`src/perf_sel_pkg.sv`:
```
// constants shared by the memory-controller event selection logic
package perf_sel_pkg;

  // ============================================================
  // sizes
  localparam int NUM_CNT = 2;
  localparam int NUM_DIMM = 8;
  localparam int DATA_W = 32;
  localparam int ADDR_W = 8;

  // ============================================================
  // register offsets
  localparam logic [7:0] OFS_CTRL0 = 8'h00;
  localparam logic [7:0] OFS_CNT0 = 8'h04;
  localparam logic [7:0] CNT_STRIDE = 8'h08;
  localparam logic [7:0] OFS_DSP = 8'h20;
  localparam logic [7:0] OFS_ISSUE = 8'h24;
  localparam logic [7:0] OFS_PAGE = 8'h28;
  localparam logic [7:0] OFS_THERM = 8'h2C;
  localparam logic [7:0] OFS_PLD = 8'h30;

  // ============================================================
  // reset values and writable-bit masks
  localparam logic [31:0] CTRL_RST = 32'h0000_0000;
  localparam logic [31:0] SUB_RST = 32'h0000_0000;
  localparam logic [31:0] CNT_RST = 32'h0000_0000;
  localparam logic [31:0] CTRL_MASK = 32'h0038_3E81;
  localparam logic [31:0] DSP_MASK = 32'h0000_0780;
  localparam logic [31:0] ISSUE_MASK = 32'h0000_03F0;
  localparam logic [31:0] PAGE_MASK = 32'h0000_0040;
  localparam logic [31:0] THERM_MASK = 32'h0000_0078;
  localparam logic [31:0] PLD_MASK = 32'h0000_3F01;

  // ============================================================
  // field positions
  localparam int CTL_EN = 0;
  localparam int CTL_FLAG = 7;
  localparam int CTL_INC_LO = 9;
  localparam int CTL_SET_LO = 19;
  localparam int DSP_LO = 7;
  localparam int ISSUE_MODE_LO = 4;
  localparam int ISSUE_CMDMODE_LO = 7;
  localparam int PAGE_OPEN_BIT = 6;
  localparam int THERM_ALL = 3;
  localparam int THERM_DIMM_LO = 4;
  localparam int PLD_MODE_EN = 0;
  localparam int PLD_TYPE_LO = 8;
  localparam int PLD_TYPE_EN = 13;

  // ============================================================
  // per-cycle event codes
  localparam logic [4:0] EV_DSP_FILL = 5'h00;
  localparam logic [4:0] EV_MFULL = 5'h01;
  localparam logic [4:0] EV_RETRY_MFULL = 5'h02;
  localparam logic [4:0] EV_RETRY_STARVE = 5'h03;
  localparam logic [4:0] EV_TRP_UP = 5'h04;
  localparam logic [4:0] EV_TRP_DN = 5'h05;
  localparam logic [4:0] EV_DRAM_CMD = 5'h0A;
  localparam logic [4:0] EV_PAGE_MISS = 5'h13;
  localparam logic [4:0] EV_PAGE_HIT = 5'h14;
  localparam logic [4:0] EV_PAGE_CLOSE = 5'h15;
  localparam logic [4:0] EV_TT_CONFLICT = 5'h19;
  localparam logic [4:0] EV_UPCMD = 5'h1A;
  localparam logic [4:0] EV_CYCLES = 5'h1B;

  // ============================================================
  // duration codes
  localparam logic [2:0] DUR_DSP = 3'h0;
  localparam logic [2:0] DUR_SCHED = 3'h1;
  localparam logic [2:0] DUR_RQ_MFULL = 3'h3;
  localparam logic [2:0] DUR_RQ_STARVE = 3'h4;
  localparam logic [2:0] DUR_PAGE = 3'h5;
  localparam logic [2:0] DUR_SCHEDQ = 3'h6;

  // ============================================================
  // scheduling modes and command types
  localparam logic [2:0] MODE_TRADEOFF = 3'h0;
  localparam logic [2:0] MODE_RDPRIO = 3'h1;
  localparam logic [2:0] MODE_WRPRIO = 3'h2;
  localparam logic [2:0] MODE_ADAPTIVE = 3'h3;
  localparam logic [4:0] CMD_ILLEGAL = 5'h00;
  localparam logic [4:0] CMD_PREALL = 5'h01;
  localparam logic [4:0] CMD_RAS = 5'h02;
  localparam logic [4:0] CMD_CAS_RD_OPN = 5'h03;
  localparam logic [4:0] CMD_CAS_WR_OPN = 5'h04;
  localparam logic [4:0] CMD_CAS_RD_CLS = 5'h05;
  localparam logic [4:0] CMD_CAS_WR_CLS = 5'h06;

endpackage

```
`src/perf_event_select.sv`:
```
// performance counter event selection for the memory-controller unit, APB slave
//
// Functional notes
// flag clear: control bits 13:9 pick a direct event, at most one per clock
// flag bit 7 set: bits 21:19 pick a duration event, one per clock in state
// code 0x1a counts each upstream command accepted by the unit
// code 0x01 counts clocks in the badly-starved full condition
// dispatch duration counts clocks in states chosen by 4-bit dispatch field
// duration 5 counts clocks in closed (0) or open (1) page policy
// duration 4 counts clocks the retry queue is starved
// duration 3 counts clocks the retry queue is badly-starved full
// duration 1 counts clocks in scheduling mode from issue field bits 6:4
// duration 6 tracks occupancy of the upstream command scheduler queue; the code counts one per clock while schedq_busy is set
// code 0x0a with qualifier bits 13 and 0 clear counts every issued memory command
// command-type field 12:8 selects which memory command kind is counted
// qualifier bit 0 set restricts commands to issue-field mode bits 9:7
// software clears filter bits 13, 7 and 0 for an unfiltered command count
// codes 0x04 and 0x05 count thermal trip crossings up and down, qualified
// codes 0x13, 0x14, 0x15 count page misses, hits and auto page closes
// code 0x19 counts thermal throttling versus command issue conflicts
// a counter advances only while enabled and its selected condition is true
module perf_event_select (
  // clock and reset
  input wire logic clk,
  input wire logic nrst,
  // apb slave
  input wire logic psel,
  input wire logic penable,
  input wire logic pwrite,
  input wire logic [7:0] paddr,
  input wire logic [31:0] pwdata,
  output logic [31:0] prdata,
  output logic pready,
  output logic pslverr,
  // scheduler and command source events
  input wire logic upcmd_accept,
  input wire logic unit_mfull,
  input wire logic retry_queue_mfull,
  input wire logic retry_queue_starved,
  input wire logic rdq_full,
  input wire logic wrq_full,
  input wire logic rdq_empty,
  input wire logic wrq_empty,
  input wire logic [2:0] sched_mode,
  input wire logic page_open,
  input wire logic schedq_busy,
  // memory command issue
  input wire logic mem_cmd_valid,
  input wire logic [4:0] mem_cmd_type,
  // page table and thermal events
  input wire logic page_miss,
  input wire logic page_hit,
  input wire logic page_autoclose,
  input wire logic tt_conflict,
  input wire logic [7:0] therm_up_trip,
  input wire logic [7:0] therm_dn_trip,
  // counter values for observation
  output logic [31:0] count0,
  output logic [31:0] count1
);

  // ============================================================
  // helpers
  // pick the trip crossing of one dimm or of all dimms
  function automatic logic dimm_event(input logic [7:0] trips, input logic all, input logic [2:0] sel);
    dimm_event = all ? (|trips) : trips[sel];
  endfunction

  // dispatch field is a set of conditions; any selected one being true counts
  function automatic logic dsp_event(input logic [3:0] field, input logic [3:0] cond);
    dsp_event = |(field & cond);
  endfunction

  // ============================================================
  // bus decode
  logic [31:0] ctrl [perf_sel_pkg::NUM_CNT];
  logic [31:0] count [perf_sel_pkg::NUM_CNT];
  logic [31:0] dsp_sub;
  logic [31:0] issue_subfield;
  logic [31:0] page_table_subfield;
  logic [31:0] thermal_subfield;
  logic [31:0] pld_sub;
  logic [perf_sel_pkg::NUM_CNT-1:0] ctrl_hit;
  logic [perf_sel_pkg::NUM_CNT-1:0] cnt_hit;
  logic [perf_sel_pkg::NUM_CNT-1:0] cnt_wr;
  logic [perf_sel_pkg::NUM_CNT-1:0] cnt_inc;
  logic wr_en;
  logic setup_rd;
  logic dsp_hit;
  logic issue_cfg_hit;
  logic page_cfg_hit;
  logic therm_cfg_hit;
  logic pld_hit;
  logic addr_ok;
  logic [31:0] rd_mux;

  assign wr_en = psel && penable && pwrite;
  assign setup_rd = psel && !penable && !pwrite;
  assign dsp_hit = (paddr == perf_sel_pkg::OFS_DSP);
  assign issue_cfg_hit = (paddr == perf_sel_pkg::OFS_ISSUE);
  assign page_cfg_hit = (paddr == perf_sel_pkg::OFS_PAGE);
  assign therm_cfg_hit = (paddr == perf_sel_pkg::OFS_THERM);
  assign pld_hit = (paddr == perf_sel_pkg::OFS_PLD);
  assign addr_ok = (|ctrl_hit) || (|cnt_hit) || dsp_hit || issue_cfg_hit || page_cfg_hit
    || therm_cfg_hit || pld_hit;

  // zero wait states; unmapped addresses answer with an error and read zero
  assign pready = 1'b1;
  assign pslverr = psel && penable && !addr_ok;

  always_comb begin
    rd_mux = 32'h0000_0000;
    if (dsp_hit) begin
      rd_mux = dsp_sub;
    end else if (issue_cfg_hit) begin
      rd_mux = issue_subfield;
    end else if (page_cfg_hit) begin
      rd_mux = page_table_subfield;
    end else if (therm_cfg_hit) begin
      rd_mux = thermal_subfield;
    end else if (pld_hit) begin
      rd_mux = pld_sub;
    end else begin
      for (int i = 0; i < perf_sel_pkg::NUM_CNT; i++) begin
        if (ctrl_hit[i]) begin
          rd_mux = ctrl[i];
        end
        if (cnt_hit[i]) begin
          rd_mux = count[i];
        end
      end
    end
  end

  // read data is captured in the setup cycle so prdata comes from a flop
  always_ff @(posedge clk or negedge nrst) begin
    if (!nrst) begin
      prdata <= 32'h0000_0000;
    end else if (setup_rd) begin
      prdata <= rd_mux;
    end
  end

  // ============================================================
  // subunit control registers
  always_ff @(posedge clk or negedge nrst) begin
    if (!nrst) begin
      dsp_sub <= perf_sel_pkg::SUB_RST;
      issue_subfield <= perf_sel_pkg::SUB_RST;
      page_table_subfield <= perf_sel_pkg::SUB_RST;
      thermal_subfield <= perf_sel_pkg::SUB_RST;
      pld_sub <= perf_sel_pkg::SUB_RST;
    end else if (wr_en) begin
      if (dsp_hit) dsp_sub <= pwdata & perf_sel_pkg::DSP_MASK;
      if (issue_cfg_hit) issue_subfield <= pwdata & perf_sel_pkg::ISSUE_MASK;
      if (page_cfg_hit) page_table_subfield <= pwdata & perf_sel_pkg::PAGE_MASK;
      if (therm_cfg_hit) thermal_subfield <= pwdata & perf_sel_pkg::THERM_MASK;
      if (pld_hit) pld_sub <= pwdata & perf_sel_pkg::PLD_MASK;
    end
  end

  // ============================================================
  // subfield decode
  logic [3:0] dsp_field;
  logic [3:0] dsp_cond;
  logic [2:0] dur_mode;
  logic [2:0] cmd_mode;
  logic [4:0] cmd_type_sel;
  logic type_filter;
  logic mode_filter;
  logic mem_cmd_hit;
  logic dsp_now;

  assign dsp_field = dsp_sub[perf_sel_pkg::DSP_LO +: 4];
  assign dsp_cond = {wrq_empty, rdq_empty, wrq_full, rdq_full};
  assign dsp_now = dsp_event(dsp_field, dsp_cond);
  assign dur_mode = issue_subfield[perf_sel_pkg::ISSUE_MODE_LO +: 3];
  assign cmd_mode = issue_subfield[perf_sel_pkg::ISSUE_CMDMODE_LO +: 3];
  assign cmd_type_sel = pld_sub[perf_sel_pkg::PLD_TYPE_LO +: 5];
  assign type_filter = pld_sub[perf_sel_pkg::PLD_TYPE_EN];
  assign mode_filter = pld_sub[perf_sel_pkg::PLD_MODE_EN];

  // with both filters clear every issued command counts, whatever its type
  assign mem_cmd_hit = mem_cmd_valid
    && (!type_filter || (mem_cmd_type == cmd_type_sel))
    && (!mode_filter || (sched_mode == cmd_mode));

  // ============================================================
  // event vectors indexed by the selection codes
  logic [31:0] direct_vec;
  logic [7:0] dur_vec;

  always_comb begin
    direct_vec = 32'h0000_0000;
    direct_vec[perf_sel_pkg::EV_DSP_FILL] = dsp_now;
    direct_vec[perf_sel_pkg::EV_MFULL] = unit_mfull;
    direct_vec[perf_sel_pkg::EV_RETRY_MFULL] = retry_queue_mfull;
    direct_vec[perf_sel_pkg::EV_RETRY_STARVE] = retry_queue_starved;
    direct_vec[perf_sel_pkg::EV_TRP_UP] = dimm_event(therm_up_trip, thermal_subfield[perf_sel_pkg::THERM_ALL],
      thermal_subfield[perf_sel_pkg::THERM_DIMM_LO +: 3]);
    direct_vec[perf_sel_pkg::EV_TRP_DN] = dimm_event(therm_dn_trip, thermal_subfield[perf_sel_pkg::THERM_ALL],
      thermal_subfield[perf_sel_pkg::THERM_DIMM_LO +: 3]);
    direct_vec[perf_sel_pkg::EV_DRAM_CMD] = mem_cmd_hit;
    direct_vec[perf_sel_pkg::EV_PAGE_MISS] = page_miss;
    direct_vec[perf_sel_pkg::EV_PAGE_HIT] = page_hit;
    direct_vec[perf_sel_pkg::EV_PAGE_CLOSE] = page_autoclose;
    direct_vec[perf_sel_pkg::EV_TT_CONFLICT] = tt_conflict;
    direct_vec[perf_sel_pkg::EV_UPCMD] = upcmd_accept;
    direct_vec[perf_sel_pkg::EV_CYCLES] = 1'b1;
  end

  // occupancy is one bit per clock here; a multi-entry sum would break the one-per-clock limit
  always_comb begin
    dur_vec = 8'h00;
    dur_vec[perf_sel_pkg::DUR_DSP] = dsp_now;
    dur_vec[perf_sel_pkg::DUR_SCHED] = (sched_mode == dur_mode);
    dur_vec[perf_sel_pkg::DUR_RQ_MFULL] = retry_queue_mfull;
    dur_vec[perf_sel_pkg::DUR_RQ_STARVE] = retry_queue_starved;
    dur_vec[perf_sel_pkg::DUR_PAGE] = (page_open == page_table_subfield[perf_sel_pkg::PAGE_OPEN_BIT]);
    dur_vec[perf_sel_pkg::DUR_SCHEDQ] = schedq_busy;
  end

  // ============================================================
  // counters and their control words
  for (genvar i = 0; i < perf_sel_pkg::NUM_CNT; i++) begin : g_cnt
    logic [4:0] inc_code;
    logic [2:0] set_code;

    assign ctrl_hit[i] = (paddr == 8'(perf_sel_pkg::OFS_CTRL0 + 8'(i) * perf_sel_pkg::CNT_STRIDE));
    assign cnt_hit[i] = (paddr == 8'(perf_sel_pkg::OFS_CNT0 + 8'(i) * perf_sel_pkg::CNT_STRIDE));
    assign cnt_wr[i] = wr_en && cnt_hit[i];
    assign inc_code = ctrl[i][perf_sel_pkg::CTL_INC_LO +: 5];
    assign set_code = ctrl[i][perf_sel_pkg::CTL_SET_LO +: 3];
    assign cnt_inc[i] = ctrl[i][perf_sel_pkg::CTL_FLAG] ? dur_vec[set_code] : direct_vec[inc_code];

    always_ff @(posedge clk or negedge nrst) begin
      if (!nrst) begin
        ctrl[i] <= perf_sel_pkg::CTRL_RST;
      end else if (wr_en && ctrl_hit[i]) begin
        ctrl[i] <= pwdata & perf_sel_pkg::CTRL_MASK;
      end
    end

    event_counter u_cnt (
      .clk(clk),
      .nrst(nrst),
      .enable(ctrl[i][perf_sel_pkg::CTL_EN]),
      .inc(cnt_inc[i]),
      .load(cnt_wr[i]),
      .load_value(pwdata),
      .count(count[i])
    );
  end

  assign count0 = count[0];
  assign count1 = count[1];

  // ============================================================
  // checks on counter 0
  logic c0_en;
  logic c0_flag;
  logic [4:0] c0_code;
  logic [2:0] c0_set;
  logic c0_free;

  assign c0_en = ctrl[0][perf_sel_pkg::CTL_EN];
  assign c0_flag = ctrl[0][perf_sel_pkg::CTL_FLAG];
  assign c0_code = ctrl[0][perf_sel_pkg::CTL_INC_LO +: 5];
  assign c0_set = ctrl[0][perf_sel_pkg::CTL_SET_LO +: 3];
  assign c0_free = c0_en && !cnt_wr[0];
endmodule

```
`src/event_counter.sv`:
```
// one 32-bit event counter with software load
module event_counter (
  // clock and reset
  input wire logic clk,
  input wire logic nrst,
  // control
  input wire logic enable,
  input wire logic inc,
  input wire logic load,
  input wire logic [31:0] load_value,
  // state
  output logic [31:0] count
);

  // ============================================================
  // counting
  // a software load wins over a coincident increment so the loaded value is exact
  logic [31:0] next_count;

  assign next_count = load ? load_value : ((enable && inc) ? count + 32'h0000_0001 : count);

  always_ff @(posedge clk or negedge nrst) begin
    if (!nrst) begin
      count <= perf_sel_pkg::CNT_RST;
    end else begin
      count <= next_count;
    end
  end

endmodule

```
`config.mk`:
```
export PLATFORM = sky130hd
export DESIGN_NAME = perf_event_select
export DESIGN_NICKNAME = d
export VERILOG_FILES = /design/src/perf_sel_pkg.sv /design/src/perf_event_select.sv /design/src/event_counter.sv
export SDC_FILE = /design/constraint.sdc
export NUM_CORES = 1
export LEC_CHECK = 0
export BUFFER_PORTS_ARGS = -buffer_cell sky130_fd_sc_hd__clkbuf_2
export CAP_MARGIN = 20
export CORE_MARGIN = 2
export CORE_UTILIZATION = 23
export DETAILED_ROUTE_END_ITERATION = 10
export PLACE_DENSITY_LB_ADDON = 0.3
export SYNTH_ARGS = -nofsm -noshare
export SYNTH_HDL_FRONTEND = slang
export SYNTH_SLANG_ARGS = --single-unit
```
`constraint.sdc`:
```
create_clock -name clk -period 4.6 [get_ports clk]
set_clock_uncertainty 0.1 [all_clocks]
set_input_delay 0.23 -clock clk [delete_from_list [all_inputs] [get_ports clk]]
set_output_delay 0.23 -clock clk [all_outputs]
set_load 0.1 [all_outputs]
```
==> results.ini <==
[run_status]
status=finished clean

[critical_path]
r2r_cells=7
worst_setup_path_end_kind=flip-flop
r2r-start=ctrl[9]
startpoint_type=flip-flop
r2r_end=g_cnt[1].u_cnt.count[23]
critPathKind=reg -> reg
crit_required_ps=4810
cp.arrival_ps=3670
rrSetupSlack_ps=1140
cp_max_fo=16

[global_route]
antenna_found_initial=0
grtUsageTotal=0.186
grt_overflow=0
grt_pass1_wl_um=53100
grt_pass1_vias=8162
grt_max_degree=62

[detailed_routing]
first_iter_violations=724
drtAntennaViolNets=0
vias_per_cell=5.29
wl_per_cell_um=22.4
vias=8254
wl_um=34900
drc=0
firstDrtPassIters=5

[final_layout]
fill_cells=3881
regArea_sq_um=3450
num-nets-final=1172
final_cells=1561
multiInputGateArea_sq_um=4630
drive_above_1_share=0.270
area_growth_pct=25.4

[cts]
clkTransAtPathRegs_ps=60
cts_tree=built
post_cts_resized=0
h-tree-depth=4
clock-sinks=138
cts_root_buf=clkbuf_16
cts_buffer_depth=2
numCtsBuffers=17
clock_latency_ps=440
cts_setup_buffers=0

[worst_hold_path]
hold_depth=3
hold_path.class=in -> reg
hp-start=pwdata[24]
hold_end=g_cnt[0].u_cnt.count[24]

[placed_design]
dpl.cell_count=1514
portBuffers=180
dp_hpwl_um=26800
globalplace.congestion=0.858

[synthesis]
synth_top_family_by_area=simple AND/OR/NAND/NOR gates
yosysUniqueCellTypes=60
synthArstFlopShare=1.00
synth_compound_area_frac=0.146
synth_seq_area_share=0.413
synth_edf_count=0
synth_nets=1001
synth_xor_xnor_area_share=0.0293
synthFlopType=dfrtp_1
synth_area_sq_um=8370
synthMuxAreaShare=0.125
synth_simple_gate_area_share=0.248
syn_inst=915
syn_avg_cell_area_sq_um=9.15
synthAdderAreaFrac=0.00299
yosysWarnings=0
ys_seq_elements=138

[die]
ios=182
num_rows=69
dieArea_sq_um=37900
core-area_sq_um=35700
start_util=0.234
die_x_um=195
die_h_um=195

[timing]
report.final.slew_viol_count=0
period_share=0.751
max-slew-margin-rel=0.367
timing.final.crit_period_ps=3460
rsz0062_at_grt=no
fin_setup_tns_ps=0
clock.fmax_ghz=0.289
worst_pin_slew_ps=945
finalSetupViolations=0
hold_viol_final=0

[power_and_ir_drop]
leakagePower_nw=4.65
p_per_area_nw_per_um2=290
ir_drop_mv=0.226

[flow_run]
drv_cap=0

-- per-layer routing --
layer | GRT usage | routed length [um] | part of all wire
met5 | 0 | 0 | 0
met4 | 0.0673 | 1020 | 0.029
met3 | 0.0507 | 2770 | 0.079
met2 | 0.282 | 15500 | 0.44
met1 | 0.252 | 15600 | 0.45
-- worst max-delay path, stage by stage, from the launching register on --
cell      delay [ps]
dfrtp_1          700
mux2i_1          170
nor4b_1          270
a211oi_1         110
or4_1            820
or4_1            620
and3_1           200
or3_1            330
-- sequential cells by signal, indices dropped and copies added, names as in the netlist --
register / cells
g_cnt.u_cnt.count: 64
ctrl: 10
c0_en: 1
dsp_sub: 4
issue_subfield: 6
thermal_subfield: 4
page_table_subfield: 1
c0_code: 5
c0_flag: 1
prdata: 32
pld_sub: 7
c0_set: 3
-- worst max path at each step --
stage	start	depth (start not counted)	slack (ps)	endpoint
after floorplan	g_cnt[1].u_cnt.count[10]	8	1410	g_cnt[1].u_cnt.count[23]
after global placement	paddr[1]	9	1130	g_cnt[1].u_cnt.count[23]
after detailed placement	paddr[1]	9	1120	g_cnt[1].u_cnt.count[23]
after CTS	ctrl[9]	7	1180	g_cnt[1].u_cnt.count[17]
after global routing	ctrl[9]	7	870	g_cnt[1].u_cnt.count[21]
final	ctrl[9]	7	1140	g_cnt[1].u_cnt.count[23]
-- cells by family (layout without fill, tap and decap cells) --
kind of cell               after synthesis  in the layout
adders and majority gates                2              2
buffers and inverters                   73            257
other                                    1              2
muxes                                   89             89
and+or+nand+nor                        393            393
xor gates and xnor gates                28             28
AOI/OAI and AO/OA                      191            191
DFF                                    138            138
-- where the power goes --
| part | switching (mW) | internal (mW) | leakage, nW | total, mW |
|---|---|---|---|---|
| clock | 0.604 | 0.868 | 0.291 | 1.47 |
| sequential | 0.0342 | 1.23 | 1.89 | 1.26 |
| combinational | 0.223 | 0.0802 | 2.47 | 0.303 |
| total | 0.861 | 2.18 | 4.65 | 3.04 |
-- final cells by class --
| cell class | instances | share of cell area |
|---|---|---|
| inverters | 16 | 0.00572 |
| diodes | 1 | 0.000238 |
| multi-input cells | 704 | 0.441 |
| clock inverters | 14 | 0.0176 |
| flip-flops and latches | 138 | 0.329 |
| well taps | 461 | 0.0550 |
| repair buffers | 209 | 0.111 |
| clock buffers | 18 | 0.0409 |
-- Yosys cell counts, drive strengths merged, types with 5 or more instances --
master	instances	area [sq um]
dfrtp	138	3450
nand2	84	315
nor2	67	251
o21ai	67	335
mux2	53	597
nand3	42	210
clkbuf	39	146
a31oi	29	181
mux2i	29	290
nor3	29	145
and3	27	169
nand4	26	163
or4	26	195
or3	23	144
nor4	21	131
a21oi	19	95.1
a22oi	19	143
buf	18	92.6
inv	16	60.1
xnor2	16	140
o31ai	15	113
xor2	12	105
and4	9	78.8
mux4	7	158
nor2b	7	43.8
a211oi	6	45.0
and2	6	37.5
o22ai	6	37.5
a22o	5	43.8
nand3b	5	37.5
-- layout by cell type, fill, tap and decap left out, types with 3 or more instances in the layout --
master,synthesis,routed
nor4_1,21,21
and3_1,27,27
nor2b_1,7,7
clkbuf_2,0,179
xnor2_1,16,16
nand4_1,26,26
inv_1,16,16
nand3b_1,5,5
or4_1,26,26
dfrtp_1,138,138
buf_4,3,15
xor2_1,12,12
dlygate4sd3_1,0,14
mux4_2,7,7
a22oi_1,19,19
a21oi_1,19,19
mux2i_1,29,29
nand3_1,42,42
or2_2,4,4
o22ai_1,6,6
nor2_1,67,67
nand2_1,84,84
a31oi_1,29,29
clkinvlp_4,0,3
clkbuf_16,0,17
and4_1,9,9
mux2_2,53,53
o21ai_0,67,67
nand2b_1,4,4
a211oi_1,6,6
nor3b_1,4,4
inv_6,0,6
a221oi_1,3,3
nor4b_1,4,4
or3_1,23,23
and2_1,6,6
a22o_1,5,5
o31ai_1,15,15
bufinv_16,0,3
nor3_1,29,27
-- timing repair --
action / CTS / global route
endpoints found under the hold margin: 78 / 0
hold buffers: 14 / 0
setup endpoints to repair: 0 / 0
-- per-stage QoR --
step           worst slack [ps]   util  instance area (sq um)  power, mW  hold slack, ps
2_1_floorplan              1410      -                   8370       1.43            -166
3_3_place_gp               1130  0.272                   9740       1.58             160
3_5_place_dp               1120  0.272                   9740       1.58             163
4_1_cts                    1180  0.294                  10500       3.07            5.94
5_1_grt                     874  0.294                  10500       3.14            25.6
6_report                   1140  0.294                  10500       3.04            28.7
(Power assumes the default switching activity.)
